**config.mk**
```make
export PLATFORM = sky130hd
export DESIGN_NAME = smci_core
export DESIGN_NICKNAME = d
export VERILOG_FILES = /design/src/rtl/smci_pkg.sv /design/src/rtl/smci_link_if.sv /design/src/rtl/smci_sync.sv /design/src/rtl/smci_filter.sv /design/src/rtl/smci_core.sv
export VERILOG_INCLUDE_DIRS = /design/src /design/src/rtl
export SDC_FILE = /design/constraint.sdc
export NUM_CORES = 1
export LEC_CHECK = 0
export BUFFER_PORTS_ARGS = -buffer_cell sky130_fd_sc_hd__buf_2
export CORE_UTILIZATION = 30
export CTS_CLUSTER_DIAMETER = 40
export DETAILED_ROUTE_END_ITERATION = 10
export PLACE_DENSITY = 0.55
export SETUP_SLACK_MARGIN = 0.02
export SYNTH_ARGS = -nofsm -noshare
export SYNTH_HDL_FRONTEND = slang
export SYNTH_SLANG_ARGS = --single-unit
```
**constraint.sdc**
```tcl
create_clock -name core_clk -period 2 [get_ports core_clk]
set_input_delay 0.4 -clock core_clk [delete_from_list [all_inputs] [get_ports core_clk]]
set_output_delay 0.4 -clock core_clk [all_outputs]
set_load 0.01 [all_outputs]
```
**src/rtl/smci_regs.svh**
```systemverilog
/*
  Constants of the serial motor control interface: frame layout, register
  bit positions, bus offsets and timing counts in serial or core clock cycles.
  Assumes inclusion by bare name from the rtl/ folder.
*/
`ifndef SMCI_REGS_SVH
`define SMCI_REGS_SVH

// ****************************************************
// serial frame
// ****************************************************
`define SMCI_FRAME_BITS 5'h10
`define SMCI_LAST_BIT 5'h0F
`define SMCI_SEL_BIT 0

// ****************************************************
// motion/converter register fields
// ****************************************************
`define SMCI_MOT_REPORT 15
`define SMCI_MOT_ADC_START 14
`define SMCI_MOT_BRIDGE_A_DIR 11
`define SMCI_MOT_PHASE_A_DIR 10
`define SMCI_MOT_PHASE_B_DIR 9
`define SMCI_MOT_LS1_ON 8
`define SMCI_MOT_LS2_ON 7

// ****************************************************
// configuration register fields
// ****************************************************
`define SMCI_CFG_PHASE_A_DC 15
`define SMCI_CFG_PHASE_B_LS 14
`define SMCI_CFG_ADC_SLOW 13
`define SMCI_CFG_FILT_LONG 12

// ****************************************************
// timing in serial clock rising edges; latch wait in core clock cycles
// ****************************************************
`define SMCI_ACQ_FAST 7'h10
`define SMCI_ACQ_SLOW 7'h20
`define SMCI_CONV_FAST 7'h30
`define SMCI_CONV_SLOW 7'h60
`define SMCI_FILT_SHORT 3'h4
`define SMCI_FILT_LONG 3'h7
`define SMCI_RST_LAST 8'h7F
`define SMCI_LATCH_WAIT 2'h3

// ****************************************************
// bus word addresses, interrupt bits, core voltage codes
// ****************************************************
`define SMCI_ADDR_STATUS 3'h0
`define SMCI_ADDR_MASK 3'h1
`define SMCI_ADDR_MOTION 3'h2
`define SMCI_ADDR_CONFIG 3'h3
`define SMCI_ADDR_INFO 3'h4
`define SMCI_IRQ_FRAME 0
`define SMCI_IRQ_ADC 1
`define SMCI_IRQ_FAULT 2
`define SMCI_VCORE_1V5 2'h0
`define SMCI_VCORE_1V8 2'h1
`define SMCI_VCORE_2V5 2'h2

`endif

```
**src/rtl/smci_pkg.sv**
```systemverilog
/*
  Types of the serial motor control interface: converter states and the
  state records of each module.
  Assumes smci_regs.svh constants for field meanings.
*/
package smci_pkg;

  typedef enum logic [1:0] {
    ADC_IDLE = 2'h0,
    ADC_ACQ = 2'h1,
    ADC_CONV = 2'h3
  } smci_adc_state_type;

  typedef struct packed {
    logic [2:0] meta;
    logic [2:0] sync;
    logic sclkLast;
    logic sclkRise;
    logic ceN;
    logic mosi;
  } smci_sync_state_type;

  typedef struct packed {
    logic level;
    logic [2:0] cnt;
  } smci_filt_state_type;

  typedef struct packed {
    logic [15:0] inShift;
    logic [15:0] outShift;
    logic [4:0] bitCnt;
    logic [15:0] motionReg;
    logic [15:0] cfgReg;
    smci_adc_state_type adcState;
    logic [6:0] adcCnt;
    logic [11:0] adcMeta;
    logic [11:0] adcRaw;
    logic [11:0] adcWord;
    logic adcHold;
    logic [9:0] pinMeta;
    logic [9:0] pinSync;
    logic [1:0] coreSel;
    logic coreLatched;
    logic [1:0] latchWait;
    logic [7:0] rstCnt;
    logic resetOutN;
    logic miso;
    logic misoOeN;
    logic [1:0] stepA;
    logic [1:0] stepB;
    logic bridgeA;
    logic bridgeB;
    logic [2:0] irqStatus;
    logic [2:0] irqMask;
    logic irq;
    logic faultLast;
    logic waitreq;
    logic [31:0] readdata;
  } smci_core_state_type;

endpackage : smci_pkg

```
**src/rtl/smci_link_if.sv**
```systemverilog
/*
  Carrier between the core, the pin synchroniser and the encoder filters.
  Assumes all signals live in the core_clk domain.
*/
`timescale 1ns/1ps
`default_nettype none

interface smci_link_if;
  logic sclkRise;
  logic ceN;
  logic mosi;
  logic filterLong;

  modport src (output sclkRise, output ceN, output mosi);
  modport core (input sclkRise, input ceN, input mosi, output filterLong);
  modport filt (input sclkRise, input filterLong);
endinterface : smci_link_if

`default_nettype wire

```
**src/rtl/smci_sync.sv**
```systemverilog
/*
  Synchroniser for the serial clock, chip enable and data in pins, with
  rising-edge detection of the serial clock.
  Assumes core_clk runs well above twice the serial clock rate.
*/
`timescale 1ns/1ps
`default_nettype none

module smci_sync (
  // clock and reset
  input wire logic core_clk,
  input wire logic rst,
  // raw pins
  input wire logic sclk,
  input wire logic ceN,
  input wire logic mosi,
  // synchronised link
  smci_link_if.src link
);

  smci_pkg::smci_sync_state_type s;
  smci_pkg::smci_sync_state_type next_s;

  always_comb begin
    next_s = s;
    next_s.meta = {sclk, ceN, mosi};
    next_s.sync = s.meta;
    next_s.sclkLast = s.sync[2];
    // ce and data delayed one stage so they line up with the edge pulse
    next_s.sclkRise = s.sync[2] & ~s.sclkLast;
    next_s.ceN = s.sync[1];
    next_s.mosi = s.sync[0];
  end

  always_ff @(posedge core_clk) begin
    if (rst) begin
      s <= '0;
      s.meta <= 3'h2;
      s.sync <= 3'h2;
      s.ceN <= 1'b1;
    end else begin
      s <= next_s;
    end
  end

  assign link.sclkRise = s.sclkRise;
  assign link.ceN = s.ceN;
  assign link.mosi = s.mosi;

endmodule : smci_sync

`default_nettype wire

```
**src/rtl/smci_filter.sv**
```systemverilog
/*
  Encoder comparator filter: output follows the input only after it has
  stayed at the new level for a number of serial clock rising edges.
  Assumes rawIn is already synchronised to core_clk.
*/
`timescale 1ns/1ps
`default_nettype none
`include "smci_regs.svh"

module smci_filter (
  // clock and reset
  input wire logic core_clk,
  input wire logic rst,
  // timing and setting
  smci_link_if.filt link,
  // level
  input wire logic rawIn,
  output logic filtered
);

  smci_pkg::smci_filt_state_type s;
  smci_pkg::smci_filt_state_type next_s;
  logic [2:0] lim;

  // edge count lands the switch 3-4 or 6-7 serial periods after a change
  assign lim = link.filterLong ? `SMCI_FILT_LONG : `SMCI_FILT_SHORT;

  always_comb begin
    next_s = s;
    if (rawIn == s.level) begin
      next_s.cnt = 3'h0;
    end else if (link.sclkRise) begin
      if (s.cnt == lim - 3'h1) begin
        next_s.level = rawIn;
        next_s.cnt = 3'h0;
      end else begin
        next_s.cnt = s.cnt + 3'h1;
      end
    end
  end

  always_ff @(posedge core_clk) begin
    if (rst) begin
      s <= '0;
    end else begin
      s <= next_s;
    end
  end

  assign filtered = s.level;
endmodule : smci_filter

`default_nettype wire

```
**src/rtl/smci_core.sv**
```systemverilog
/*
  Serial control interface core of a motor driver and supply device:
  16-bit write frames into motion and configuration registers, read frames
  of converter or status data, converter and reset timing from the serial
  clock, output stage steering, and an Avalon-MM register slave.
  Assumes the host runs the serial clock continuously; pins are async.
*/
// What this block does
// Host keeps the serial clock running freely, up to 16 MHz.
// Converter and reset timer advance only on serial clock edges.
// Commands enter on clock, enable and data in; replies leave on data out.
// Encoder filter needs 3-4 stable cycles, or 6-7 with its bit set.
// Acquisition lasts 15-16 clock periods, or 31-32 when slow.
// Conversion takes 48 or 96 periods; result goes out next frame.
// Two writable registers: motion/converter control and configuration.
// Two readable words: converter plus encoder, and status.
// Core voltage select is caught once after power-on, then ignored.
// Caught select picks 1.5, 1.8 or 2.5 volt core setting.
// Phase-A low sides act as stepper or DC bridge, gated by PWM.
// Stepper phase-B low sides follow the phase-B PWM pin.
// Phase-B direction and low-side switch states come from register bits.
// Bridge A follows its PWM pin with direction from a register bit.
// Frames are 16 bits MSB first; update lands on the 16th edge.
// Last bit high loads configuration, low loads motion register.
// Each edge with enable high preloads output; bit 15 shows first.
// Host ignores data out beyond 16 bits in one frame.
`timescale 1ns/1ps
`default_nettype none
`include "smci_regs.svh"

module smci_core (
  // clock and reset
  input wire logic core_clk,
  input wire logic rst,
  // avalon-mm slave
  input wire logic [2:0] address,
  input wire logic read,
  input wire logic write,
  input wire logic [31:0] writedata,
  output logic [31:0] readdata,
  output logic waitrequest,
  output logic irq,
  // serial link pins
  input wire logic sclk,
  input wire logic ceN,
  input wire logic mosi,
  output logic miso,
  output logic misoOeN,
  // pwm and sensing pins
  input wire logic phaseAPwmInput,
  input wire logic phaseBPwmInput,
  input wire logic bridgeAPwmInput,
  input wire logic encoderA,
  input wire logic encoderB,
  input wire logic underVoltage,
  input wire logic overTemp,
  input wire logic powerGood,
  input wire logic [1:0] coreVoltageSelectPin,
  // converter
  input wire logic [11:0] adcResult,
  output logic adcSampleHold,
  // output stages and supplies
  output logic [1:0] stepPhaseAOutput,
  output logic [1:0] stepPhaseBOutput,
  output logic bridgeAOutputA,
  output logic bridgeAOutputB,
  output logic [1:0] coreVoltageSetting,
  output logic resetOutN
);

  smci_pkg::smci_core_state_type s;
  smci_pkg::smci_core_state_type next_s;
  smci_link_if link ();
  logic encAFilt;
  logic encBFilt;
  logic [15:0] normalWord;
  logic [15:0] statusWord;
  logic [6:0] acqLen;
  logic [6:0] convLen;

  // ****************************************************
  // pin synchroniser and encoder filters
  // ****************************************************
  smci_sync u_sync (
    .core_clk(core_clk),
    .rst(rst),
    .sclk(sclk),
    .ceN(ceN),
    .mosi(mosi),
    .link(link)
  );

  smci_filter u_filt_a (
    .core_clk(core_clk),
    .rst(rst),
    .link(link),
    .rawIn(s.pinSync[3]),
    .filtered(encAFilt)
  );

  smci_filter u_filt_b (
    .core_clk(core_clk),
    .rst(rst),
    .link(link),
    .rawIn(s.pinSync[4]),
    .filtered(encBFilt)
  );

  assign link.filterLong = s.cfgReg[`SMCI_CFG_FILT_LONG];

  // ****************************************************
  // read words and converter lengths
  // ****************************************************
  assign normalWord = {encAFilt, encBFilt, 2'h0, s.adcWord};
  assign statusWord = {s.pinSync[5], s.pinSync[6], s.resetOutN,
                       s.adcState != smci_pkg::ADC_IDLE, encAFilt,
                       encBFilt, 8'h00, s.coreSel};
  assign acqLen = s.cfgReg[`SMCI_CFG_ADC_SLOW] ? `SMCI_ACQ_SLOW
                                                : `SMCI_ACQ_FAST;
  assign convLen = s.cfgReg[`SMCI_CFG_ADC_SLOW] ? `SMCI_CONV_SLOW
                                                 : `SMCI_CONV_FAST;

  // ****************************************************
  // next state
  // ****************************************************
  always_comb begin
    logic [15:0] frameWord;
    logic frameLoad;
    logic adcDone;
    logic faultNow;
    logic [2:0] clr;
    logic [31:0] rdMux;
    logic pwmA;
    logic pwmB;
    logic pwmBr;
    frameWord = {s.inShift[14:0], link.mosi};
    faultNow = s.pinSync[5] | s.pinSync[6];
    frameLoad = 1'b0;
    adcDone = 1'b0;
    clr = 3'h0;
    rdMux = 32'h0000_0000;
    pwmA = s.pinSync[0];
    pwmB = s.pinSync[1];
    pwmBr = s.pinSync[2];
    next_s = s;
    next_s.pinMeta = {coreVoltageSelectPin, powerGood, overTemp,
                      underVoltage, encoderB, encoderA, bridgeAPwmInput,
                      phaseBPwmInput, phaseAPwmInput};
    next_s.pinSync = s.pinMeta;
    // result is held steady by the converter through conversion
    next_s.adcMeta = adcResult;
    next_s.adcRaw = s.adcMeta;

    // serial frames
    if (link.ceN) begin
      next_s.bitCnt = 5'h00;
      if (link.sclkRise) begin
        next_s.outShift = s.motionReg[`SMCI_MOT_REPORT] ? statusWord
                                                         : normalWord;
      end
    end else if (link.sclkRise) begin
      next_s.outShift = {s.outShift[14:0], 1'b0};
      next_s.inShift = frameWord;
      if (s.bitCnt != `SMCI_FRAME_BITS) begin
        next_s.bitCnt = s.bitCnt + 5'h01;
      end
      if (s.bitCnt == `SMCI_LAST_BIT) begin
        frameLoad = 1'b1;
        if (frameWord[`SMCI_SEL_BIT]) begin
          next_s.cfgReg = frameWord;
        end else begin
          next_s.motionReg = frameWord;
        end
      end
    end
    next_s.miso = next_s.outShift[15];
    next_s.misoOeN = 1'b0;

    // converter sequencing on serial clock edges
    case (s.adcState)
      smci_pkg::ADC_IDLE: begin
        if (frameLoad && !frameWord[`SMCI_SEL_BIT] &&
            frameWord[`SMCI_MOT_ADC_START]) begin
          next_s.adcState = smci_pkg::ADC_ACQ;
          next_s.adcCnt = 7'h00;
        end
      end
      smci_pkg::ADC_ACQ: begin
        if (link.sclkRise) begin
          if (s.adcCnt == acqLen - 7'h01) begin
            next_s.adcState = smci_pkg::ADC_CONV;
            next_s.adcCnt = 7'h00;
          end else begin
            next_s.adcCnt = s.adcCnt + 7'h01;
          end
        end
      end
      smci_pkg::ADC_CONV: begin
        if (link.sclkRise) begin
          if (s.adcCnt == convLen - 7'h01) begin
            next_s.adcState = smci_pkg::ADC_IDLE;
            next_s.adcWord = s.adcRaw;
            adcDone = 1'b1;
          end else begin
            next_s.adcCnt = s.adcCnt + 7'h01;
          end
        end
      end
      default: begin
        next_s.adcState = smci_pkg::ADC_IDLE;
      end
    endcase
    next_s.adcHold = (next_s.adcState == smci_pkg::ADC_ACQ);

    // reset timer counts serial edges once supplies are good
    if (!s.pinSync[7]) begin
      next_s.rstCnt = 8'h00;
      next_s.resetOutN = 1'b0;
    end else if (link.sclkRise && !s.resetOutN) begin
      if (s.rstCnt == `SMCI_RST_LAST) begin
        next_s.resetOutN = 1'b1;
      end else begin
        next_s.rstCnt = s.rstCnt + 8'h01;
      end
    end

    // core voltage caught once, after the synchroniser has filled
    if (!s.coreLatched) begin
      if (s.latchWait == `SMCI_LATCH_WAIT) begin
        next_s.coreLatched = 1'b1;
        case (s.pinSync[9:8])
          2'h0: next_s.coreSel = `SMCI_VCORE_1V5;
          2'h1: next_s.coreSel = `SMCI_VCORE_1V8;
          default: next_s.coreSel = `SMCI_VCORE_2V5;
        endcase
      end else begin
        next_s.latchWait = s.latchWait + 2'h1;
      end
    end

    // output stages
    if (s.cfgReg[`SMCI_CFG_PHASE_A_DC]) begin
      // bridge mode keeps the idle low side on for recirculation
      next_s.stepA = s.motionReg[`SMCI_MOT_PHASE_A_DIR] ? {pwmA, 1'b1}
                                                         : {1'b1, pwmA};
    end else begin
      next_s.stepA = s.motionReg[`SMCI_MOT_PHASE_A_DIR] ? {pwmA, 1'b0}
                                                         : {1'b0, pwmA};
    end
    if (s.cfgReg[`SMCI_CFG_PHASE_B_LS]) begin
      next_s.stepB = {s.motionReg[`SMCI_MOT_LS2_ON],
                      s.motionReg[`SMCI_MOT_LS1_ON]};
    end else begin
      next_s.stepB = s.motionReg[`SMCI_MOT_PHASE_B_DIR] ? {pwmB, 1'b0}
                                                         : {1'b0, pwmB};
    end
    next_s.bridgeA = pwmBr & ~s.motionReg[`SMCI_MOT_BRIDGE_A_DIR];
    next_s.bridgeB = pwmBr & s.motionReg[`SMCI_MOT_BRIDGE_A_DIR];

    // bus: answer one edge after the request, complete on the next
    case (address)
      `SMCI_ADDR_STATUS: rdMux = {29'h0, s.irqStatus};
      `SMCI_ADDR_MASK: rdMux = {29'h0, s.irqMask};
      `SMCI_ADDR_MOTION: rdMux = {16'h0000, s.motionReg};
      `SMCI_ADDR_CONFIG: rdMux = {16'h0000, s.cfgReg};
      `SMCI_ADDR_INFO: rdMux = {27'h0, s.adcState, s.resetOutN, s.coreSel};
      default: rdMux = 32'h0000_0000;
    endcase
    next_s.waitreq = 1'b1;
    if ((read || write) && s.waitreq) begin
      next_s.waitreq = 1'b0;
      next_s.readdata = read ? rdMux : 32'h0000_0000;
    end
    if (write && !s.waitreq) begin
      if (address == `SMCI_ADDR_STATUS) begin
        clr = writedata[2:0];
      end
      if (address == `SMCI_ADDR_MASK) begin
        next_s.irqMask = writedata[2:0];
      end
    end

    // sticky events; a new event beats a clear in the same cycle
    next_s.faultLast = faultNow;
    next_s.irqStatus = (s.irqStatus & ~clr) |
                       {faultNow & ~s.faultLast, adcDone, frameLoad};
    next_s.irq = |(next_s.irqStatus & next_s.irqMask);
  end

  always_ff @(posedge core_clk) begin
    if (rst) begin
      s <= '0;
      s.waitreq <= 1'b1;
      s.misoOeN <= 1'b1;
    end else begin
      s <= next_s;
    end
  end

  // ****************************************************
  // outputs
  // ****************************************************
  assign readdata = s.readdata;
  assign waitrequest = s.waitreq;
  assign irq = s.irq;
  assign miso = s.miso;
  assign misoOeN = s.misoOeN;
  assign adcSampleHold = s.adcHold;
  assign stepPhaseAOutput = s.stepA;
  assign stepPhaseBOutput = s.stepB;
  assign bridgeAOutputA = s.bridgeA;
  assign bridgeAOutputB = s.bridgeB;
  assign coreVoltageSetting = s.coreSel;
  assign resetOutN = s.resetOutN;

  // ****************************************************
  // checks
  // ****************************************************
  logic [15:0] frameWordChk;
  assign frameWordChk = {s.inShift[14:0], link.mosi};
endmodule : smci_core

`default_nettype wire

```
==> reports/metrics.cfg <==
[min_path]
hp-class = in -> reg

[synthesis]
avgSynthCellArea_sq_um = 9.09
synth.yosys.seq_area_share = 0.503
synth-edff-count = 0
synth_ff_type = dfxtp_1
synth_cell_types = 59
syn-instance-count = 863
ys_async_sr_fraction = 0
synth_warnings = 0
ys_seq_elements = 197
syn-cell-area_sq_um = 7840

[route]
drcViolationCount = 0
dr.pass1.iters = 5
wl_per_cell_um = 12.5
drt_iter0_markers = 371
vias = 5627
routed_via_density = 4.46
drtAntennaViolNets = 0
totalWireLength_um = 15800

[clock_network]
clock-sinks = 197
clock_latency_ns = 0.43
clock-root-buffer = clkbuf_16
clk_pin_slew_ns = 0.08
cts-htree-levels = 4
clk_path_buf_depth = 2
cts_tree = done
cts_made_buffers = 17

[die]
core_area_sq_um = 25400
die_w_um = 164
ioPinCount = 110
die_h_um = 164
dieArea_sq_um = 26800
fp-row-count = 58
initial_utilization = 0.309

[placement]
placed_cell_area_sq_um = 8490
port_buffers = 64
dp_slack_ns = -0.0406
gp_congestion = 0.773
hpwl_um = 10600

[sta]
skew_ns = 0.0112
post-route-period-util = 0.995
fin_ws_ns = 0.00934
final_hold_viol_count = 0
slew-limit-headroom = 0.630
rsz0062_at_grt = yes
worst_pin_slew_ns = 0.554
fin_hold_ws_ns = 0.144
final-setup-viol-count = 0
min_period_ns = 1.99
fmax_mhz = 502
drv_slew = 0

[power_and_ir_drop]
power_density_nw_per_um2 = 850
leakage_nw = 3.44
peakVddDrop_mv = 0.589

[worst_setup_path]
path_cells = or3b_4, a2111oi_4, o32ai_4, buf_4, a211o_1, o41ai_2
worstSetupStartpointType = flop
arrival_ns = 2.32
path_buf_inv = 1
rrSetupSlack_ns = 0.009
path_depth = 6
cp-end-kind = flop
worst_ep_required_time_ns = 2.33
critical_path_class = reg -> reg
cp_max_fo = 6
timing.rr.end = s[126]
critPathMaxStageDelay_ns = 0.45
r2r-start = s[125]
cp_slowest_cell = a2111oi_4
cp_top_family = compound AO/OA/AOI/OAI gates
rr_worst_depth = 6
endpoint = s[126]
critPathLaunch = s[125]

[layout]
area_delta_synth_final_pct = 17.8
final_nets = 991
final_layout_size_suffix_gt1_frac = 0.193
final_cell_area_sq_um = 9240
diodes = 0

[grt]
grt_pass1_wl_um = 25700
antenna_found_initial = 0
grt_max_degree = 46
grt.total_usage = 0.121
grt_pass1_vias = 5119
grt-ovfl-total = 0

[status]
status = complete, no violations

[flow_run]
cap_violations = 0

-- per-layer routing --
metal / GRT usage / vias up / share of wire
li1: - / 2949 / -
met1: 0.163 / 2569 / 0.50
met2: 0.190 / 96 / 0.45
met3: 0.0259 / 13 / 0.037
met4: 0.0408 / 0 / 0.013
met5: 0 / - / 0
-- state kept, by name, summed over array words and instances, names as in the netlist, 2 cells and up --
name and flops:
normalWord 12, stepPhaseAOutput 2, u_filt_b.s 3, frameWordChk 15, s 100, u_filt_a.s 3, u_sync.next_s 6, next_s 22
stepPhaseBOutput 2, readdata 16, coreVoltageSetting 2
-- kinds of logic (layout without fill, tap and decap cells) --
group           Yosys count  in the layout  share of synthesized area
xor+xnor                 18             18                     0.0201
flops                   197            197                      0.503
fa+ha+maj                 8              8                     0.0128
other cells               1             16                   0.000478
mux                      53             53                     0.0683
compound gates          132            132                      0.110
buf+inv                  97            151                     0.0675
simple gates            357            357                      0.218
-- where the power goes --
| part | switching [mW] | total (mW) | internal (mW) | leakage, nW |
|---|---|---|---|---|
| registers | 0.0416 | 4.05 | 4.00 | 1.60 |
| logic | 0.209 | 0.369 | 0.160 | 1.54 |
| clock network | 1.73 | 3.44 | 1.71 | 0.292 |
-- per-stage QoR --
step	total power, mW	util	setup TNS [ns]	cells
after floorplan	4.40	-	0	878
after global placement	4.51	0.334	0	1220
after detailed placement	4.51	0.334	-0.0458	1220
after CTS	7.98	0.360	0	1257
after global routing	8.20	0.364	-0.0661	1262
final	7.86	0.364	0	1262
-- Yosys cell counts, drive strengths merged, types with 2 or more instances --
cell | number | share of area
dfxtp | 197 | 0.50
nand2 | 114 | 0.055
nor2 | 107 | 0.051
a21oi | 74 | 0.047
nor2b | 59 | 0.047
buf | 57 | 0.048
mux2i | 49 | 0.063
clkbuf | 34 | 0.016
nand2b | 16 | 0.013
nand3b | 12 | 0.011
a311oi | 11 | 0.012
a22oi | 10 | 0.0096
nand3 | 10 | 0.0064
nor3 | 9 | 0.0057
o21ai | 9 | 0.0057
xnor2 | 9 | 0.010
xor2 | 9 | 0.010
ha | 8 | 0.013
and3 | 7 | 0.0056
inv | 6 | 0.0029
or2 | 5 | 0.0040
a2111oi | 4 | 0.0093
a31oi | 4 | 0.0032
mux2 | 4 | 0.0057
nand4 | 3 | 0.0024
nor3b | 3 | 0.0029
o22ai | 3 | 0.0024
or3 | 3 | 0.0024
a211o | 2 | 0.0022
o32ai | 2 | 0.0041
or3b | 2 | 0.0026
-- area by class of cell --
type | count | area (sq um)
Multi-Input combinational cell | 584 | 3510
Fill cell | 2611 | 16200
Sequential cell | 197 | 3960
Clock inverter | 15 | 176
Inverter | 6 | 22.5
Timing Repair Buffer | 113 | 736
Tap cell | 330 | 413
Clock buffer | 17 | 425
-- worst reg2reg max path, cell delays in order (launching register included) --
cell and delay [ns]:
dfxtp_4 0.38, or3b_4 0.40, a2111oi_4 0.45, o32ai_4 0.19, buf_4 0.17, a211o_1 0.26, o41ai_2 0.05
-- worst min-delay path by stage --
stage | startpoint | slack [ns] | endpoint | cells after the start
6_report | ceN | 0.14 | u_sync.next_s[5] | 2
5_1_grt | ceN | 0.13 | u_sync.next_s[5] | 2
4_1_cts | ceN | 0.13 | u_sync.next_s[5] | 2
3_5_place_dp | u_sync.s[3] | 0.37 | u_sync.link.sclkRise | 1
3_3_place_gp | u_sync.s[3] | 0.37 | u_sync.link.sclkRise | 1
2_1_floorplan | u_sync.s[3] | 0.37 | u_sync.link.sclkRise | 1
-- timing repair --
action	4_1_cts	5_1_grt
gates resized for setup	8	10
buffers inserted	5	5
endpoints found under the setup margin	5	19
hold buffers	0	0
pin swaps	5	2
-- cell usage in the layout, fill, tap and decap left out, drive strengths merged, types with 3 or more instances in the layout --
| cell | Yosys | layout |
|---|---|---|
| dfxtp | 197 | 197 |
| nand2 | 114 | 114 |
| buf | 57 | 113 |
| nor2 | 107 | 107 |
| a21oi | 74 | 74 |
| nor2b | 59 | 59 |
| mux2i | 49 | 49 |
| clkbuf | 34 | 17 |
| nand2b | 16 | 16 |
| conb | 1 | 16 |
| inv | 6 | 15 |
| nand3b | 12 | 12 |
| a311oi | 11 | 11 |
| nand3 | 10 | 10 |
| a22oi | 10 | 10 |
| nor3 | 9 | 9 |
| xnor2 | 9 | 9 |
| xor2 | 9 | 9 |
| o21ai | 9 | 9 |
| ha | 8 | 8 |
| and3 | 7 | 7 |
| or2 | 5 | 5 |
| clkinv | 0 | 5 |
| mux2 | 4 | 4 |
| a31oi | 4 | 4 |
| a2111oi | 4 | 4 |
| nor3b | 3 | 3 |
| o22ai | 3 | 3 |
| nand4 | 3 | 3 |
| or3 | 3 | 3 |
(Power assumes the default switching activity.)
